File: src/rtl/error_path_pkg.sv
package error_path_pkg;

  // Bit rate derived from the reference clock
  localparam int CLK_PERIOD_NS = 50;
  localparam int BIT_PERIOD_NS = 200;
  localparam int BIT_DIV_CYCLES = (BIT_PERIOD_NS + CLK_PERIOD_NS - 1) / CLK_PERIOD_NS;
  localparam logic [2:0] BIT_DIV_LAST = 3'(BIT_DIV_CYCLES - 1);

  // Word and frame geometry
  localparam int WORD_BITS = 16;
  localparam int FRAME_BITS = 48;
  localparam int FIELD_COUNT = 3;
  localparam int SAT_BITS = 6;
  localparam int DAC_BITS = 10;

  // Field order inside the 48-bit frame
  localparam logic [1:0] FIELD_RANGE = 2'h0;
  localparam logic [1:0] FIELD_AZIMUTH = 2'h1;
  localparam logic [1:0] FIELD_ELEVATION = 2'h2;

  // Arithmetic control counter codes (five bits: sixteen bit steps, then idle)
  localparam logic [4:0] ARITH_FIRST = 5'h00;
  localparam logic [4:0] ARITH_LAST = 5'h0F;
  localparam logic [4:0] ARITH_IDLE = 5'h10;

  // Controller register map (byte addresses) and fields
  localparam logic [3:0] REG_CTRL = 4'h0;
  localparam logic [3:0] REG_STATUS = 4'h4;
  localparam logic [3:0] REG_DATA_LO = 4'h8;
  localparam logic [3:0] REG_DATA_HI = 4'hC;
  localparam int CTRL_READ_BIT = 0;
  localparam int STATUS_READY_BIT = 0;
  localparam int STATUS_OVERRUN_BIT = 1;
  localparam int STATUS_GATE_BIT = 2;
  localparam logic [31:0] RESET_WORD32 = 32'h0000_0000;
  localparam logic [47:0] RESET_FRAME = 48'h0000_0000_0000;

endpackage

File: src/rtl/teletype_link_if.sv
`timescale 1ns/1ps
interface teletype_link_if;
  logic read_cmd;
  logic [47:0] out_word;
  logic word_shifted_gate;

  modport device (
    input read_cmd,
    output out_word,
    output word_shifted_gate
  );

  modport host (
    output read_cmd,
    input out_word,
    input word_shifted_gate
  );
endinterface

File: src/rtl/serial_error_subtractor.sv
`timescale 1ns/1ps
module serial_error_subtractor
  import error_path_pkg::*;
(
  input wire logic ref_clk_i,
  input wire logic reset_i,
  input wire logic teletype_sel_i,
  input wire logic drum_bit_i,
  input wire logic input_bit_i,
  output logic bit_take_o,
  output logic [1:0] field_o,
  output logic [3:0] bit_index_o,
  output logic [DAC_BITS-1:0] range_dac_o,
  output logic [DAC_BITS-1:0] azimuth_dac_o,
  output logic [DAC_BITS-1:0] elevation_dac_o,
  output logic [FIELD_COUNT-1:0] dac_sign_o,
  teletype_link_if.device link
);

  typedef struct packed {
    logic [2:0] div;
    logic [4:0] arith;
    logic [1:0] field;
    logic carry;
    logic [FRAME_BITS-2:0] sr;
    logic [FRAME_BITS-1:0] word;
    logic [FIELD_COUNT-1:0] sign;
    logic gate;
    logic pend;
    logic take;
    logic [FIELD_COUNT*DAC_BITS-1:0] dac;
    logic [FIELD_COUNT-1:0] dsign;
    logic sel_meta;
    logic sel_sync;
  } dev_state_t;

  dev_state_t s_q;
  dev_state_t s_d;

  logic bit_en;
  logic op_a;
  logic op_b;
  logic sum;
  logic carry_out;
  logic read_req;
  logic [FRAME_BITS-1:0] frame_next;
  logic [FIELD_COUNT-1:0] sign_next;
  logic [FIELD_COUNT*DAC_BITS-1:0] dac_next;
  logic [FIELD_COUNT-1:0] dsign_next;

  // Serial adder; the input operand is taken inverted at the adder
  assign op_a = drum_bit_i;
  assign op_b = ~input_bit_i;
  assign sum = op_a ^ op_b ^ s_q.carry;
  assign carry_out = (op_a & op_b) | (op_a & s_q.carry) | (op_b & s_q.carry);

  // Internal mode runs frames back to back; teletype mode waits for a command
  assign read_req = s_q.sel_sync ? link.read_cmd : 1'b1;

  // Frame as it stands when the last adder bit is sampled
  assign frame_next = {sum, s_q.sr};
  // Final carry of the elevation word: one is positive, sign flop gets zero
  assign sign_next = {~carry_out, s_q.sign[1:0]};

  // Per-field saturation, with azimuth shortest path, for the converters
  genvar f;
  generate
    for (f = 0; f < FIELD_COUNT; f++) begin : g_field
      logic [WORD_BITS-1:0] raw;
      logic [WORD_BITS-1:0] mag;
      logic [WORD_BITS-1:0] fixed;
      logic sgn;
      logic out_range;
      logic [WORD_BITS-1:0] sat;
      assign raw = frame_next[f*WORD_BITS +: WORD_BITS];
      // Negative words are ones complement; magnitude seen by inverting
      assign mag = sign_next[f] ? ~raw : raw;
      // Beyond half a turn the azimuth goes the other way round
      assign fixed = (f == FIELD_AZIMUTH && mag[WORD_BITS-1]) ? ~raw : raw;
      assign sgn = (f == FIELD_AZIMUTH && mag[WORD_BITS-1]) ? ~sign_next[f] : sign_next[f];
      // Positive needs top bits all zero, negative all one
      assign out_range = sgn ? ~&fixed[WORD_BITS-1 -: SAT_BITS]
                             : |fixed[WORD_BITS-1 -: SAT_BITS];
      assign sat = out_range ? {WORD_BITS{~sgn}} : fixed;
      // Converter uses low ten bits only; saturation gives full scale
      assign dac_next[f*DAC_BITS +: DAC_BITS] = sat[DAC_BITS-1:0];
      assign dsign_next[f] = sgn;
    end
  endgenerate

  // Next-state logic of the whole serial path
  always_comb begin
    s_d = s_q;
    s_d.take = 1'b0;
    // Source switch is a loose pin; only the second flop is read
    s_d.sel_meta = teletype_sel_i;
    s_d.sel_sync = s_q.sel_meta;
    bit_en = (s_q.div == BIT_DIV_LAST);
    s_d.div = bit_en ? 3'h0 : s_q.div + 3'h1;
    // A command pulse is remembered until the next frame starts
    if (read_req) begin
      s_d.pend = 1'b1;
    end
    if (bit_en) begin
      if (s_q.arith == ARITH_IDLE) begin
        if (s_q.pend) begin
          s_d.arith = ARITH_FIRST;
          s_d.field = FIELD_RANGE;
          s_d.carry = 1'b0;
          s_d.gate = 1'b1;
          s_d.pend = read_req;
        end
      end else begin
        // One operand bit per bit time, least significant first
        s_d.take = 1'b1;
        if (s_q.arith == ARITH_LAST) begin
          // Word-end strobe: sample carry into the sign, start next clean
          s_d.sign[s_q.field] = ~carry_out;
          s_d.carry = 1'b0;
          if (s_q.field == FIELD_ELEVATION) begin
            // 48th bit comes straight from the adder, no shift
            s_d.word = frame_next;
            s_d.gate = 1'b0;
            s_d.arith = ARITH_IDLE;
            s_d.dac = dac_next;
            s_d.dsign = dsign_next;
          end else begin
            s_d.sr = {sum, s_q.sr[FRAME_BITS-2:1]};
            s_d.field = s_q.field + 2'h1;
            s_d.arith = ARITH_FIRST;
          end
        end else begin
          s_d.sr = {sum, s_q.sr[FRAME_BITS-2:1]};
          s_d.carry = carry_out;
          s_d.arith = s_q.arith + 5'h01;
        end
      end
    end
  end

  // State register
  always_ff @(posedge ref_clk_i) begin
    if (reset_i) begin
      s_q <= '{div: 3'h0, arith: ARITH_IDLE, field: FIELD_RANGE, carry: 1'b0,
               sr: '0, word: RESET_FRAME, sign: '0, gate: 1'b0, pend: 1'b0,
               take: 1'b0, dac: '0, dsign: '0, sel_meta: 1'b1, sel_sync: 1'b1}; // Paced mode: no stray frame
    end else begin
      s_q <= s_d;
    end
  end

  // Outputs straight from the state register
  assign bit_take_o = s_q.take;
  assign field_o = s_q.field;
  assign bit_index_o = s_q.arith[3:0];
  assign range_dac_o = s_q.dac[0 +: DAC_BITS];
  assign azimuth_dac_o = s_q.dac[DAC_BITS +: DAC_BITS];
  assign elevation_dac_o = s_q.dac[2*DAC_BITS +: DAC_BITS];
  assign dac_sign_o = s_q.dsign;
  assign link.out_word = s_q.word;
  assign link.word_shifted_gate = s_q.gate;

endmodule // serial_error_subtractor

File: src/flat_wrapper.sv
// flat-port wrapper written by rule: the top's interface ports become plain ports
module serial_error_subtractor_flat import error_path_pkg::*;
  (ref_clk_i, reset_i, teletype_sel_i, drum_bit_i, input_bit_i, bit_take_o, field_o, bit_index_o, range_dac_o, azimuth_dac_o, elevation_dac_o, dac_sign_o, link_read_cmd, link_out_word, link_word_shifted_gate);
  teletype_link_if link_i ();
  input wire logic ref_clk_i;
  input wire logic reset_i;
  input wire logic teletype_sel_i;
  input wire logic drum_bit_i;
  input wire logic input_bit_i;
  output logic bit_take_o;
  output logic [1:0] field_o;
  output logic [3:0] bit_index_o;
  output logic [DAC_BITS-1:0] range_dac_o;
  output logic [DAC_BITS-1:0] azimuth_dac_o;
  output logic [DAC_BITS-1:0] elevation_dac_o;
  output logic [FIELD_COUNT-1:0] dac_sign_o;
  input wire logic [$bits(link_i.read_cmd)-1:0] link_read_cmd;
  output wire logic [$bits(link_i.out_word)-1:0] link_out_word;
  output wire logic [$bits(link_i.word_shifted_gate)-1:0] link_word_shifted_gate;
  assign link_i.read_cmd = link_read_cmd;
  assign link_out_word = link_i.out_word;
  assign link_word_shifted_gate = link_i.word_shifted_gate;
  serial_error_subtractor u_core (.ref_clk_i(ref_clk_i), .reset_i(reset_i), .teletype_sel_i(teletype_sel_i), .drum_bit_i(drum_bit_i), .input_bit_i(input_bit_i), .bit_take_o(bit_take_o), .field_o(field_o), .bit_index_o(bit_index_o), .range_dac_o(range_dac_o), .azimuth_dac_o(azimuth_dac_o), .elevation_dac_o(elevation_dac_o), .dac_sign_o(dac_sign_o), .link(link_i));
endmodule
File: config.mk
export PLATFORM = sky130hd
export DESIGN_NAME = serial_error_subtractor_flat
export DESIGN_NICKNAME = d
export VERILOG_FILES = /design/src/rtl/error_path_pkg.sv /design/src/rtl/teletype_link_if.sv /design/src/rtl/serial_error_subtractor.sv /design/src/flat_wrapper.sv
export SDC_FILE = /design/constraint.sdc
export NUM_CORES = 1
export LEC_CHECK = 0
export BUFFER_PORTS_ARGS = -buffer_cell sky130_fd_sc_hd__buf_2
export CORE_MARGIN = 2
export CORE_UTILIZATION = 57
export CTS_BUF_LIST = sky130_fd_sc_hd__clkbuf_4 sky130_fd_sc_hd__clkbuf_8 sky130_fd_sc_hd__clkbuf_16
export DETAILED_ROUTE_END_ITERATION = 16
export PLACE_DENSITY = 0.88
export RECOVER_POWER = 100
export SYNTH_ARGS = -nofsm -noshare
export SYNTH_HDL_FRONTEND = slang
export SYNTH_SLANG_ARGS = --single-unit
File: constraint.sdc
create_clock -name ref_clk_i -period 2.4 [get_ports ref_clk_i]
set_input_delay 0.24 -clock ref_clk_i [delete_from_list [all_inputs] [get_ports ref_clk_i]]
set_output_delay 0.24 -clock ref_clk_i [all_outputs]
set_load 0.03 [all_outputs]
; ---- Yosys cells after proc, flatten, opt, wreduce, memory -nomap -nowiden
; Index checks and enable logic that the tools add are counted.
[totals]
output_inout_bits = 89
in_bits = 6
reg_bits = 147
[classes]
n_lt_le_gt_ge = 2
mux = 31
eq_ne = 7
bitwise = 15
addsub = 3
reduce_logical = 20
[op_table]
columns = operator, count
row1 = $mux 33, 2
row2 = $mux 48, 1
row3 = $mux 47, 1
row4 = $mux 35, 1
row5 = $mux 34, 1
row6 = $mux 16, 2
row7 = $mux 10, 3
row8 = $reduce_and 6->1, 3
row9 = $reduce_or 6->1, 3
row10 = $mux 8, 2
row11 = $not 16->16, 1
row12 = $reduce_and 4->1, 3
row13 = $mux 1, 11
row14 = $mux 5, 2
row15 = $not 1->1, 7
row16 = $mux 2, 3
row17 = $reduce_and 3->1, 2
row18 = $add 5x1->5 const B, 1
row19 = $eq 5x4->1 const B, 1
row20 = $eq 5x5->1 const B, 1
row21 = $ne 2x1->1 const B, 2
row22 = $reduce_bool 2->1, 2
row23 = $reduce_or 2->1, 2
row24 = $add 3x1->3 const B, 1
row25 = 14 further kinds, 20

; ---- Depth between registers and ports, before layout
; Gate-level depths: netlist of run 1.
[logic_depth]
depth_word = 11
mapped_depth = 8
depth_no_buf = 6

; ---- Worst setup path before layout of run 1
; OpenSTA, ideal clock, no wires.
[synth_path]
path_kind = reg-to-reg
startpoint = register u_core.s_q[136] (netlist bit)
endpoint = register u_core.s_q, in the netlist u_core.elevation_dac_o[8]
slack_ns = 0.473
required_ns = 2.326
synth_period_minus_slack_ns = 1.927
path_stages_with_launch = 7
arrival_time_ns = 1.853
path_cell_list = dfxtp_1 fa_1 or4b_4 nor4_4 buf_4 o211ai_1 a31oi_1
[synth_between]
elab_chain_len = 5
[synth_lines]
columns = item, line_no
row1 = start: declaration, serial_error_subtractor.sv:37  ; dev_state_t s_q;
row2 = start signal: assignment, serial_error_subtractor.sv:144  ; s_q <= '{div: 3'h0, arith: ARITH_IDLE, field: FIELD_RANGE, carry: 1'b0,
row3 = $xor 1x1->1 (*), serial_error_subtractor.sv:54  ; assign sum = op_a ^ op_b ^ s_q.carry;
row4 = via u_core.frame_next[47], serial_error_subtractor.sv:46  ; logic [FRAME_BITS-1:0] frame_next;
row5 = $reduce_and 6->1, serial_error_subtractor.sv:82  ; assign out_range = sgn ? ~&fixed[WORD_BITS-1 -: SAT_BITS]
row6 = $logic_not 1->1, serial_error_subtractor.sv:82
row7 = $mux 1 (*), serial_error_subtractor.sv:82
row8 = $mux 10 (*), serial_error_subtractor.sv:84  ; assign sat = out_range ? {WORD_BITS{~sgn}} : fixed;
; Mark *: on every way through the listed nets, which the timed path passes. The rest lies on a longest branch.
; A chain may end at the register's enable or synchronous reset.

; ---- Worst setup path after layout of run 1
[layout_path]
startpoint = register u_core.s_q[136] (netlist bit)
endpoint = register u_core.s_q, in the netlist u_core.elevation_dac_o[7]
; The elaborated chain is that of the path after synthesis.

==> results.ini, run 1 <==
[status]
status=finished clean

[drt]
wl_per_cell_um=14.2
wirelength_um=12900
drtIter0Drc=302
route.detailed.drc=0
firstDrtPassIters=5
via_per_inst=5.44
ant_nets=0
vias=4944

[setup_path]
ff2ff_path_depth=6
critPathMaxFanout=8
crit_required_ns=2.83
start_kind=flop
worstPathArrival_ns=2.65
rrSetupSlack_ns=0.18
reg2reg_to=u_core.elevation_dac_o[7]$_SDFFE_PP0P_
reg2reg_from=u_core.s_q[136]$_SDFFE_PP0P_
critical_path_class=flop to flop
crit_path_end_kind=flop

[sta]
post-route-period-util=0.924
fin_skew_ns=0.00921
rsz0062_at_grt=no
setup_tns_ns=0
worst_pin_slew_ns=1.08
max_freq_ghz=0.451
drv_slew=0
finalHoldViolations=0
relSlewSlack=0.283
fin_crit_ns=2.22
setup_violations=0

[place]
numPlacedInstances=874
place.gp.congestion=0.818
place_area_um2=6200
io_buffers=94
dp_hpwl_um=8040

[hold_path]
min_to=u_core.link.out_word[47]$_SDFFE_PP0P_
hold_path.class=input port to flop
hold_depth=4
hp-start=drum_bit_i

[global_route]
grt_pass1_vias=4514
grt_pass1_wl_um=21000
grt_max_degree=73
grt_util_all_layers=0.226
antenna_found_initial=0
globalRoute.totalOverflow=0

[pwr]
combPwrFrac=0.019
irDropWorstVdd_uv=539
intPower_mw=4.19
p_clk_frac=0.518
power_frac_seq=0.463
pwr_density_cell_nw_per_um2=787
power_switching_mw=1.07
swShare=0.204
p_leak_nw=2.13

[die]
die_x_um=109
die_h_um=109
core-area_um2=10700
initial_core_util=0.580
io_pins=95
rows=38
dieArea_um2=11800

[cells_and_area]
n_fill_cell=947
post-route-util=0.623
finish.instance_area_um2=6690
drive_gt1_frac=0.0768
stdcell_count=908
area_growth_pct=7.33
diodes=0
final_nets=769

[synthesis]
synth_area_leaders=dfxtp_1 (47%), nand2_1 (14%), buf_4 (11%)
seq_area_frac_synth=0.469
synth_most_common_cell=nand2_1
yosysWarnings=0
ys_types=41
syn_inst=761
ys_ff_latch=146
netlist_area_um2=6230
synth_edf_count=0
avgSynthCellArea_um2=8.19
yosys-top-cells-count=nand2_1 (227), dfxtp_1 (146), a21oi_1 (105)
synth_top_area_share=0.469
synth_nets=775
yosysTopAreaCell=dfxtp_1
ys.flop_type=dfxtp_1
synthArstFlopShare=0

[cts]
cts_buffers=17
path_clk_slew_ns=0.06
htreeDepth=4
hold_buffers=2
clk_path_buf_depth=2
cts_setup_buffers=0
cts.sinks=146
cts_tree=done
cts.repair.resized=0
clk_latency_ns=0.52
cts_root_buffer=clkbuf_8

[run]
max_cap_viol_count=0

cells in the final DEF (no fill, tap or decap), types with 3 or more instances in the layout:
cell type	synthesis	final
nand2_1	227	227
dfxtp_1	146	146
a21oi_1	105	105
clkbuf_1	27	90
a31oi_1	23	23
o211ai_1	21	21
nor2_1	20	20
clkbuf_16	0	16
a211oi_1	11	12
xnor2_1	10	10
inv_1	9	9
ha_1	7	7
o21ai_0	6	6
buf_4	92	6
buf_12	0	5
nand3_1	4	4
nand4_1	4	4
clkinv_4	0	4
bufinv_16	0	4
buf_2	16	4
a311oi_1	3	3
nor3_1	4	3
clkinv_2	0	3
clkbuf_2	0	3
metrics by stage:
| step | setup WS (ns) | hold WS, ns | power [mW] |
|---|---|---|---|
| 2_1_floorplan | 0.473 | 0.344 | 2.56 |
| 3_3_place_gp | 0.230 | 0.394 | 2.59 |
| 3_5_place_dp | 0.176 | 0.413 | 2.59 |
| 4_1_cts | 0.236 | 0.191 | 5.30 |
| 5_1_grt | 0.0860 | 0.303 | 5.42 |
| 6_report | 0.183 | 0.294 | 5.26 |
cell families (layout without fill, tap and decap cells):
group	count (synthesis)	count (layout)	synth area share
XOR/XNOR	11	11	0.0167
AND/OR/NAND/NOR	278	278	0.190
multiplexers	1	1	0.00161
AO/OA/AOI/OAI	173	173	0.160
flip-flops	146	146	0.469
adder cells (fa/ha/maj)	8	8	0.0173
buffers and inverters	144	151	0.145
cell type report:
class | instances | area [um2] | area share
inverters | 9 | 33.8 | 0.00505
multi-input cells | 471 | 2400 | 0.359
well taps | 140 | 175 | 0.0262
flip-flops and latches | 146 | 2920 | 0.437
clock buffers | 19 | 435 | 0.0651
clock inverters | 13 | 185 | 0.0277
repair buffers | 110 | 538 | 0.0804
how the worst max path moves through the flow:
| stage | cells after the start | to | slack (ns) | startpoint |
|---|---|---|---|---|
| final | 6 | u_core.elevation_dac_o[7]$_SDFFE_PP0P_ | 0.18 | u_core.s_q[136]$_SDFFE_PP0P_ |
| after global routing | 6 | u_core.elevation_dac_o[7]$_SDFFE_PP0P_ | 0.09 | u_core.s_q[136]$_SDFFE_PP0P_ |
| after CTS | 6 | u_core.elevation_dac_o[7]$_SDFFE_PP0P_ | 0.24 | u_core.s_q[136]$_SDFFE_PP0P_ |
| after detailed placement | 7 | u_core.elevation_dac_o[4]$_SDFFE_PP0P_ | 0.18 | drum_bit_i |
| after global placement | 7 | u_core.elevation_dac_o[3]$_SDFFE_PP0P_ | 0.23 | drum_bit_i |
| after floorplan | 6 | u_core.elevation_dac_o[8]$_SDFFE_PP0P_ | 0.47 | u_core.s_q[136]$_SDFFE_PP0P_ |
worst max-delay path: stages, from the launching register on:
cell      delay [ns]
dfxtp_1         0.32
fa_1            0.52
or4b_1          0.54
nor4_4          0.23
buf_4           0.22
o211ai_1        0.11
a31oi_1         0.19
power groups by stage:
stage	Clock (mW)	Sequential, mW	Combinational [mW]
floorplan	0	2.49	0.0696
global placement	0	2.49	0.102
detailed placement	0	2.49	0.102
CTS	2.76	2.44	0.105
global route	2.87	2.44	0.112
finish	2.73	2.44	0.0993
sequential cells by signal, indices dropped and copies added (netlist names):
register,cells
u_core.azimuth_dac_o,10
u_core.elevation_dac_o,10
u_core.dac_sign_o,3
u_core.s_d,1
u_core.range_dac_o,10
u_core.frame_next,47
u_core.s_q,8
u_core.bit_index_o,4
u_core.link.out_word,48
u_core.field_o,2
u_core.bit_take_o,1
u_core.dsign_next,1
u_core.link.word_shifted_gate,1
layer usage:
layer  track usage  up-vias  share of wire
met5             0        -              0
met4        0.0962        0          0.021
met3        0.0645       21          0.059
met2         0.375      158           0.48
met1         0.273     2318           0.44
li1              -     2447              -
Power figures use the tool's default switching activity.
==> run 2, diff against run 1 <==
--- a/config.mk
+++ b/config.mk
@@ -10,7 +10,7 @@
 export CORE_UTILIZATION = 57
 export CTS_BUF_LIST = sky130_fd_sc_hd__clkbuf_4 sky130_fd_sc_hd__clkbuf_8 sky130_fd_sc_hd__clkbuf_16
 export DETAILED_ROUTE_END_ITERATION = 16
-export PLACE_DENSITY = 0.88
+export PLACE_DENSITY_LB_ADDON = 0.08
 export RECOVER_POWER = 100
 export SYNTH_ARGS = -nofsm -noshare
 export SYNTH_HDL_FRONTEND = slang
==> run 2 against run 1 <==
Effect of this change: setup slack improved by 0.096 ns; combinational power barely moved; sequential cell count did not move; final area fell by 0.11%; worst hold slack got worse by 0.017 ns; routed wire length fell by 6.5%; clock skew fell by 0.0019 ns; via count fell by 3.2%; die area did not move; clock power fell by 4%; global-route usage fell by 1.5 points.
==> results.ini, run 2 (synthesized netlist as in run 1, its figures left out) <==
[sta]
fin_crit_ns=2.12
setup_violations=0
max_freq_ghz=0.471
rsz0062_at_grt=no
drv_slew=0
whs_ns=0.277
relSlewSlack=0.111
worst_pin_slew_ns=1.33
fin_skew_ns=0.00732
setup_tns_ns=0
finalHoldViolations=0
post-route-period-util=0.884

[cts]
cts_root_buffer=clkbuf_8
clk_path_buf_depth=2
htreeDepth=4
cts.repair.resized=0
cts.sinks=146
cts_tree=done
clk_latency_ns=0.51
cts_buffers=17
path_clk_slew_ns=0.06

[drt]
via_per_inst=5.25
firstDrtPassIters=5
wl_per_cell_um=13.2
route.detailed.drc=0
wirelength_um=12100
vias=4786
ant_nets=0
drtIter0Drc=218

[die]
die_x_um=109
dieArea_um2=11800
rows=38
core-area_um2=10700
initial_core_util=0.580
io_pins=95
die_h_um=109

[setup_path]
crit_required_ns=2.81
rrSetupSlack_ns=0.28
worstPathArrival_ns=2.53
critical_path_class=flop to flop
reg2reg_to=u_core.range_dac_o[1]$_SDFFE_PP0P_
cp_cell_sequence=ha_1 > and4b_1 > nand3_4 > or3_1 > a31oi_1
crit_path_end_kind=flop
cpMaxStageDelayCell=or3_1
critPathMaxFanout=14
ff2ff_path_depth=5
max_stage_delay_ns=0.56
start_kind=flop
reg2reg_from=u_core.bit_index_o[0]$_SDFFE_PP0P_

[place]
place_area_um2=6200
dp_hpwl_um=8020
place.gp.congestion=0.786
io_buffers=94

[global_route]
grt_util_all_layers=0.211
grt_pass1_wl_um=19800
grt_pass1_vias=4206
antenna_found_initial=0
grt_max_degree=67
globalRoute.totalOverflow=0

[hold_path]
hold_depth=4
min_to=u_core.frame_next[46]$_SDFFE_PP0P_
hp-start=drum_bit_i
hold_path.class=input port to flop

[cells_and_area]
n_fill_cell=1027
largest_reg_flops=48
final_nets=772
final_common_cell=nand2_1
area_growth_pct=7.21
finish.instance_area_um2=6680
final_cell_mix=nand2_1 (227), dfxtp_1 (146), a21oi_1 (105), clkbuf_1 (89), a31oi_1 (23)
diodes=0
drive_gt1_frac=0.0843

[pwr]
pwr_density_cell_nw_per_um2=770
p_leak_nw=2.12
irDropWorstVdd_uv=437

[run]
max_cap_viol_count=0

[status]
status=finished clean

-- run 2: cell types whose count changed in the layout (fill, tap and decap cells not counted), moves of 2 or more --
cell and delta:
buf_12 -2, clkinvlp_4 +3, buf_4 +6, clkinv_4 -3
-- run 2: report_power, final --
| part | internal, mW | switching, mW | total (mW) |
|---|---|---|---|
| Clock | 1.62 | 0.988 | 2.61 |
| Sequential | 2.43 | 0.00505 | 2.44 |
| Combinational | 0.0324 | 0.0678 | 0.100 |
| Total | 4.09 | 1.06 | 5.15 |
-- run 2: how the worst max path moves through the flow --
stage,slack (ns),to,cells after the start,start
after floorplan,0.47,u_core.elevation_dac_o[8]$_SDFFE_PP0P_,6,u_core.s_q[136]$_SDFFE_PP0P_
after global placement,0.32,u_core.elevation_dac_o[3]$_SDFFE_PP0P_,7,drum_bit_i
after detailed placement,0.26,u_core.elevation_dac_o[6]$_SDFFE_PP0P_,8,input_bit_i
after CTS,0.35,u_core.range_dac_o[5]$_SDFFE_PP0P_,5,u_core.bit_index_o[1]$_SDFFE_PP0P_
after global routing,0.1,u_core.range_dac_o[1]$_SDFFE_PP0P_,5,u_core.bit_index_o[0]$_SDFFE_PP0P_
final,0.28,u_core.range_dac_o[1]$_SDFFE_PP0P_,5,u_core.bit_index_o[0]$_SDFFE_PP0P_
-- run 2: final cells by class --
| type | count | area [um2] | share of cell area |
|---|---|---|---|
| Multi-Input combinational cell | 471 | 2420 | 0.362 |
| Clock buffer | 19 | 435 | 0.0652 |
| Sequential cell | 146 | 2920 | 0.437 |
| Timing Repair Buffer | 113 | 539 | 0.0807 |
| Clock inverter | 13 | 160 | 0.0240 |
| Tap cell | 140 | 175 | 0.0262 |
| Inverter | 9 | 33.8 | 0.00506 |
-- run 2: worst max-delay path: cells and delay by family, from the launching register on --
family | cells | cell delay, ns
flip-flops | 1 | 0.39
AND/OR/NAND/NOR | 3 | 1.18
AO/OA/AOI/OAI | 1 | 0.19
adder cells (fa/ha/maj) | 1 | 0.25
-- run 2: stage by stage --
step,utilization,setup slack [ns],total power [mW],std cells
floorplan,-,0.473,2.56,761
global placement,0.577,0.316,2.59,877
detailed placement,0.577,0.261,2.59,877
CTS,0.634,0.349,5.21,911
global route,0.622,0.0985,5.32,911
finish,0.622,0.279,5.15,911
-- run 2: routing by layer --
layer / wire length (um) / track usage / share of wire / up-vias
met5: 0 / 0 / 0 / -
met4: 68 / 0.0549 / 0.0056 / 0
met3: 519 / 0.0627 / 0.043 / 6
met2: 5780 / 0.344 / 0.48 / 100
met1: 5700 / 0.275 / 0.47 / 2221
li1: - / - / - / 2459
-- run 2: timing repair --
| item | 4_1_cts | 5_1_grt |
|---|---|---|
| buffers inserted | 0 | 0 |
| hold endpoints to repair | 2 | 0 |
| hold buffers | 2 | 0 |
==> run 3, diff against run 2 <==
--- a/config.mk
+++ b/config.mk
@@ -6,11 +6,13 @@
 export NUM_CORES = 1
 export LEC_CHECK = 0
 export BUFFER_PORTS_ARGS = -buffer_cell sky130_fd_sc_hd__buf_2
+export CELL_PAD_IN_SITES_DETAIL_PLACEMENT = 1
+export CELL_PAD_IN_SITES_GLOBAL_PLACEMENT = 2
 export CORE_MARGIN = 2
-export CORE_UTILIZATION = 57
+export CORE_UTILIZATION = 33
 export CTS_BUF_LIST = sky130_fd_sc_hd__clkbuf_4 sky130_fd_sc_hd__clkbuf_8 sky130_fd_sc_hd__clkbuf_16
 export DETAILED_ROUTE_END_ITERATION = 16
-export PLACE_DENSITY_LB_ADDON = 0.08
+export PLACE_DENSITY = 0.9
 export RECOVER_POWER = 100
 export SYNTH_ARGS = -nofsm -noshare
 export SYNTH_HDL_FRONTEND = slang
==> run 3 against run 2 <==
Effect of this change: global-route usage fell by 5.3 points; sequential power barely moved; register-to-register slack barely moved; routed wire length rose by 24%; highest routed layer unchanged; sequential share of layout area fell by 0.93 points; first-iteration DRC count fell by 3.7%; via count rose by 3.0%; final area rose by 2.2%.
==> results.ini, run 3 (synthesized netlist as in run 1, its figures left out) <==
[drt]
wl_per_cell_um=14.9
wirelength_um=15000
via_per_inst=4.89
ant_nets=0
firstDrtPassIters=4
drtIter0Drc=210
vias=4930
route.detailed.drc=0

[setup_path]
cp_common_cell=ha_1
rrSetupSlack_ns=0.28
cpLargestDelayFamily=buffers and inverters
cpMaxStageDelayCell=buf_4
critical_path_class=flop to flop
start_kind=flop
crit_start=u_core.s_q[144]$_SDFF_PP0_
critPathMaxFanout=23
worstPathArrival_ns=2.47
crit_required_ns=2.76
reg2reg_from=u_core.s_q[144]$_SDFF_PP0_
crit_path_end_kind=flop
cp_num_buf_inv=3
cp_cell_sequence=ha_1 > ha_1 > inv_1 > clkbuf_1 > a211oi_1 > buf_4 > nand2_1 > a21oi_1
max_stage_delay_ns=0.36

[die]
die_x_um=141
io_pins=95
rows=50
die_h_um=141
core-area_um2=18600
dieArea_um2=20000
initial_core_util=0.334

[pwr]
pwr_density_cell_nw_per_um2=768
p_leak_nw=2.15
irDropWorstVdd_uv=474
fin_total_pwr_mw=5.25

[cells_and_area]
n_fill_cell=2280
drive_gt1_frac=0.0840
stdcell_count=1008
ff_latch_area_um2=2920
final_cell_mix=nand2_1 (227), dfxtp_1 (146), a21oi_1 (105), clkbuf_1 (91), a31oi_1 (23)
finish.instance_area_um2=6830
diodes=0
final_nets=775
post-route-util=0.366
area_growth_pct=9.53
multi_input_area_um2=2400
largest_reg_flops=48
final_common_cell=nand2_1

[cts]
htreeDepth=4
cts_root_buffer=clkbuf_16
cts_buffers=17
clk_latency_ns=0.43
clk_path_buf_depth=2
cts.repair.resized=0
cts.sinks=146
path_clk_slew_ns=0.07
cts_tree=done

[global_route]
grt_pass1_vias=4946
globalRoute.totalOverflow=0
grt_pass1_wl_um=25200
grt_util_all_layers=0.158
grt_max_degree=48
antenna_found_initial=0

[sta]
fin_ws_ns=0.282
worst_pin_slew_ns=0.796
finalHoldViolations=0
setup_tns_ns=0
rsz0062_at_grt=no
fin_crit_ns=2.12
drv_slew=0
fin_skew_ns=0.0126
whs_ns=0.0801
setup_violations=0
max_freq_ghz=0.472
relSlewSlack=0.467
post-route-period-util=0.882

[place]
dp_slack_ns=0.227
numPlacedInstances=975
io_buffers=94
dp_hpwl_um=9770
place.gp.congestion=0.714
place_area_um2=6360

[run]
max_cap_viol_count=0

[status]
status=finished clean

[hold_path]
hp-start=link_read_cmd
hold_path.class=input port to flop

run 3: cell types whose count changed in the layout (fill, tap and decap cells not counted), sizes merged:
cell | previous run | this run
clkbuf | 111 | 108
bufinv | 3 | 2
inv | 10 | 17
buf | 19 | 24
dlygate4sd3 | 2 | 1
clkinvlp | 5 | 1
run 3: worst paths after layout:
check	depth (start not counted)	endpoint
worst max register to register	8	u_core.frame_next[38]$_SDFFE_PP0P_
worst min register to register	1	u_core.s_q[0]$_SDFF_PP1_
worst min-delay path	3	u_core.s_q[36]$_SDFF_PP0_
worst max-delay path	8	u_core.frame_next[38]$_SDFFE_PP0P_
run 3: layout make-up:
type | count | area share
Multi-Input combinational cell | 471 | 0.351
Timing Repair Buffer | 116 | 0.0856
Tap cell | 234 | 0.0429
Inverter | 9 | 0.00495
Sequential cell | 146 | 0.428
Clock buffer | 17 | 0.0623
Clock inverter | 15 | 0.0249
run 3: metal layers:
| layer | vias to the layer above | track usage | routed length [um] |
|---|---|---|---|
| met1 | 2362 | 0.198 | 7120 |
| li1 | 2466 | - | - |
| met4 | 0 | 0.0663 | 299 |
| met5 | - | 0 | 0 |
| met3 | 20 | 0.0378 | 566 |
| met2 | 82 | 0.262 | 7010 |
run 3: worst reg2reg max path, stage by stage, from the launching register on:
cell,delay (ns)
dfxtp_1,0.33
ha_1,0.15
ha_1,0.29
inv_1,0.09
clkbuf_1,0.20
a211oi_1,0.35
buf_4,0.36
nand2_1,0.12
a21oi_1,0.16
run 3: what timing repair did:
| action | CTS | global route |
|---|---|---|
| setup buffers | 0 | 0 |
| hold buffers | 1 | 0 |
| hold endpoints to repair | 1 | 0 |
run 3: where the power goes:
group	leakage (nW)	total, mW	switching, mW	internal, mW
clock network	0.293	2.70	1.14	1.56
logic	0.678	0.107	0.0729	0.0338
registers	1.18	2.44	0.00473	2.43
total	2.15	5.25	1.22	4.03
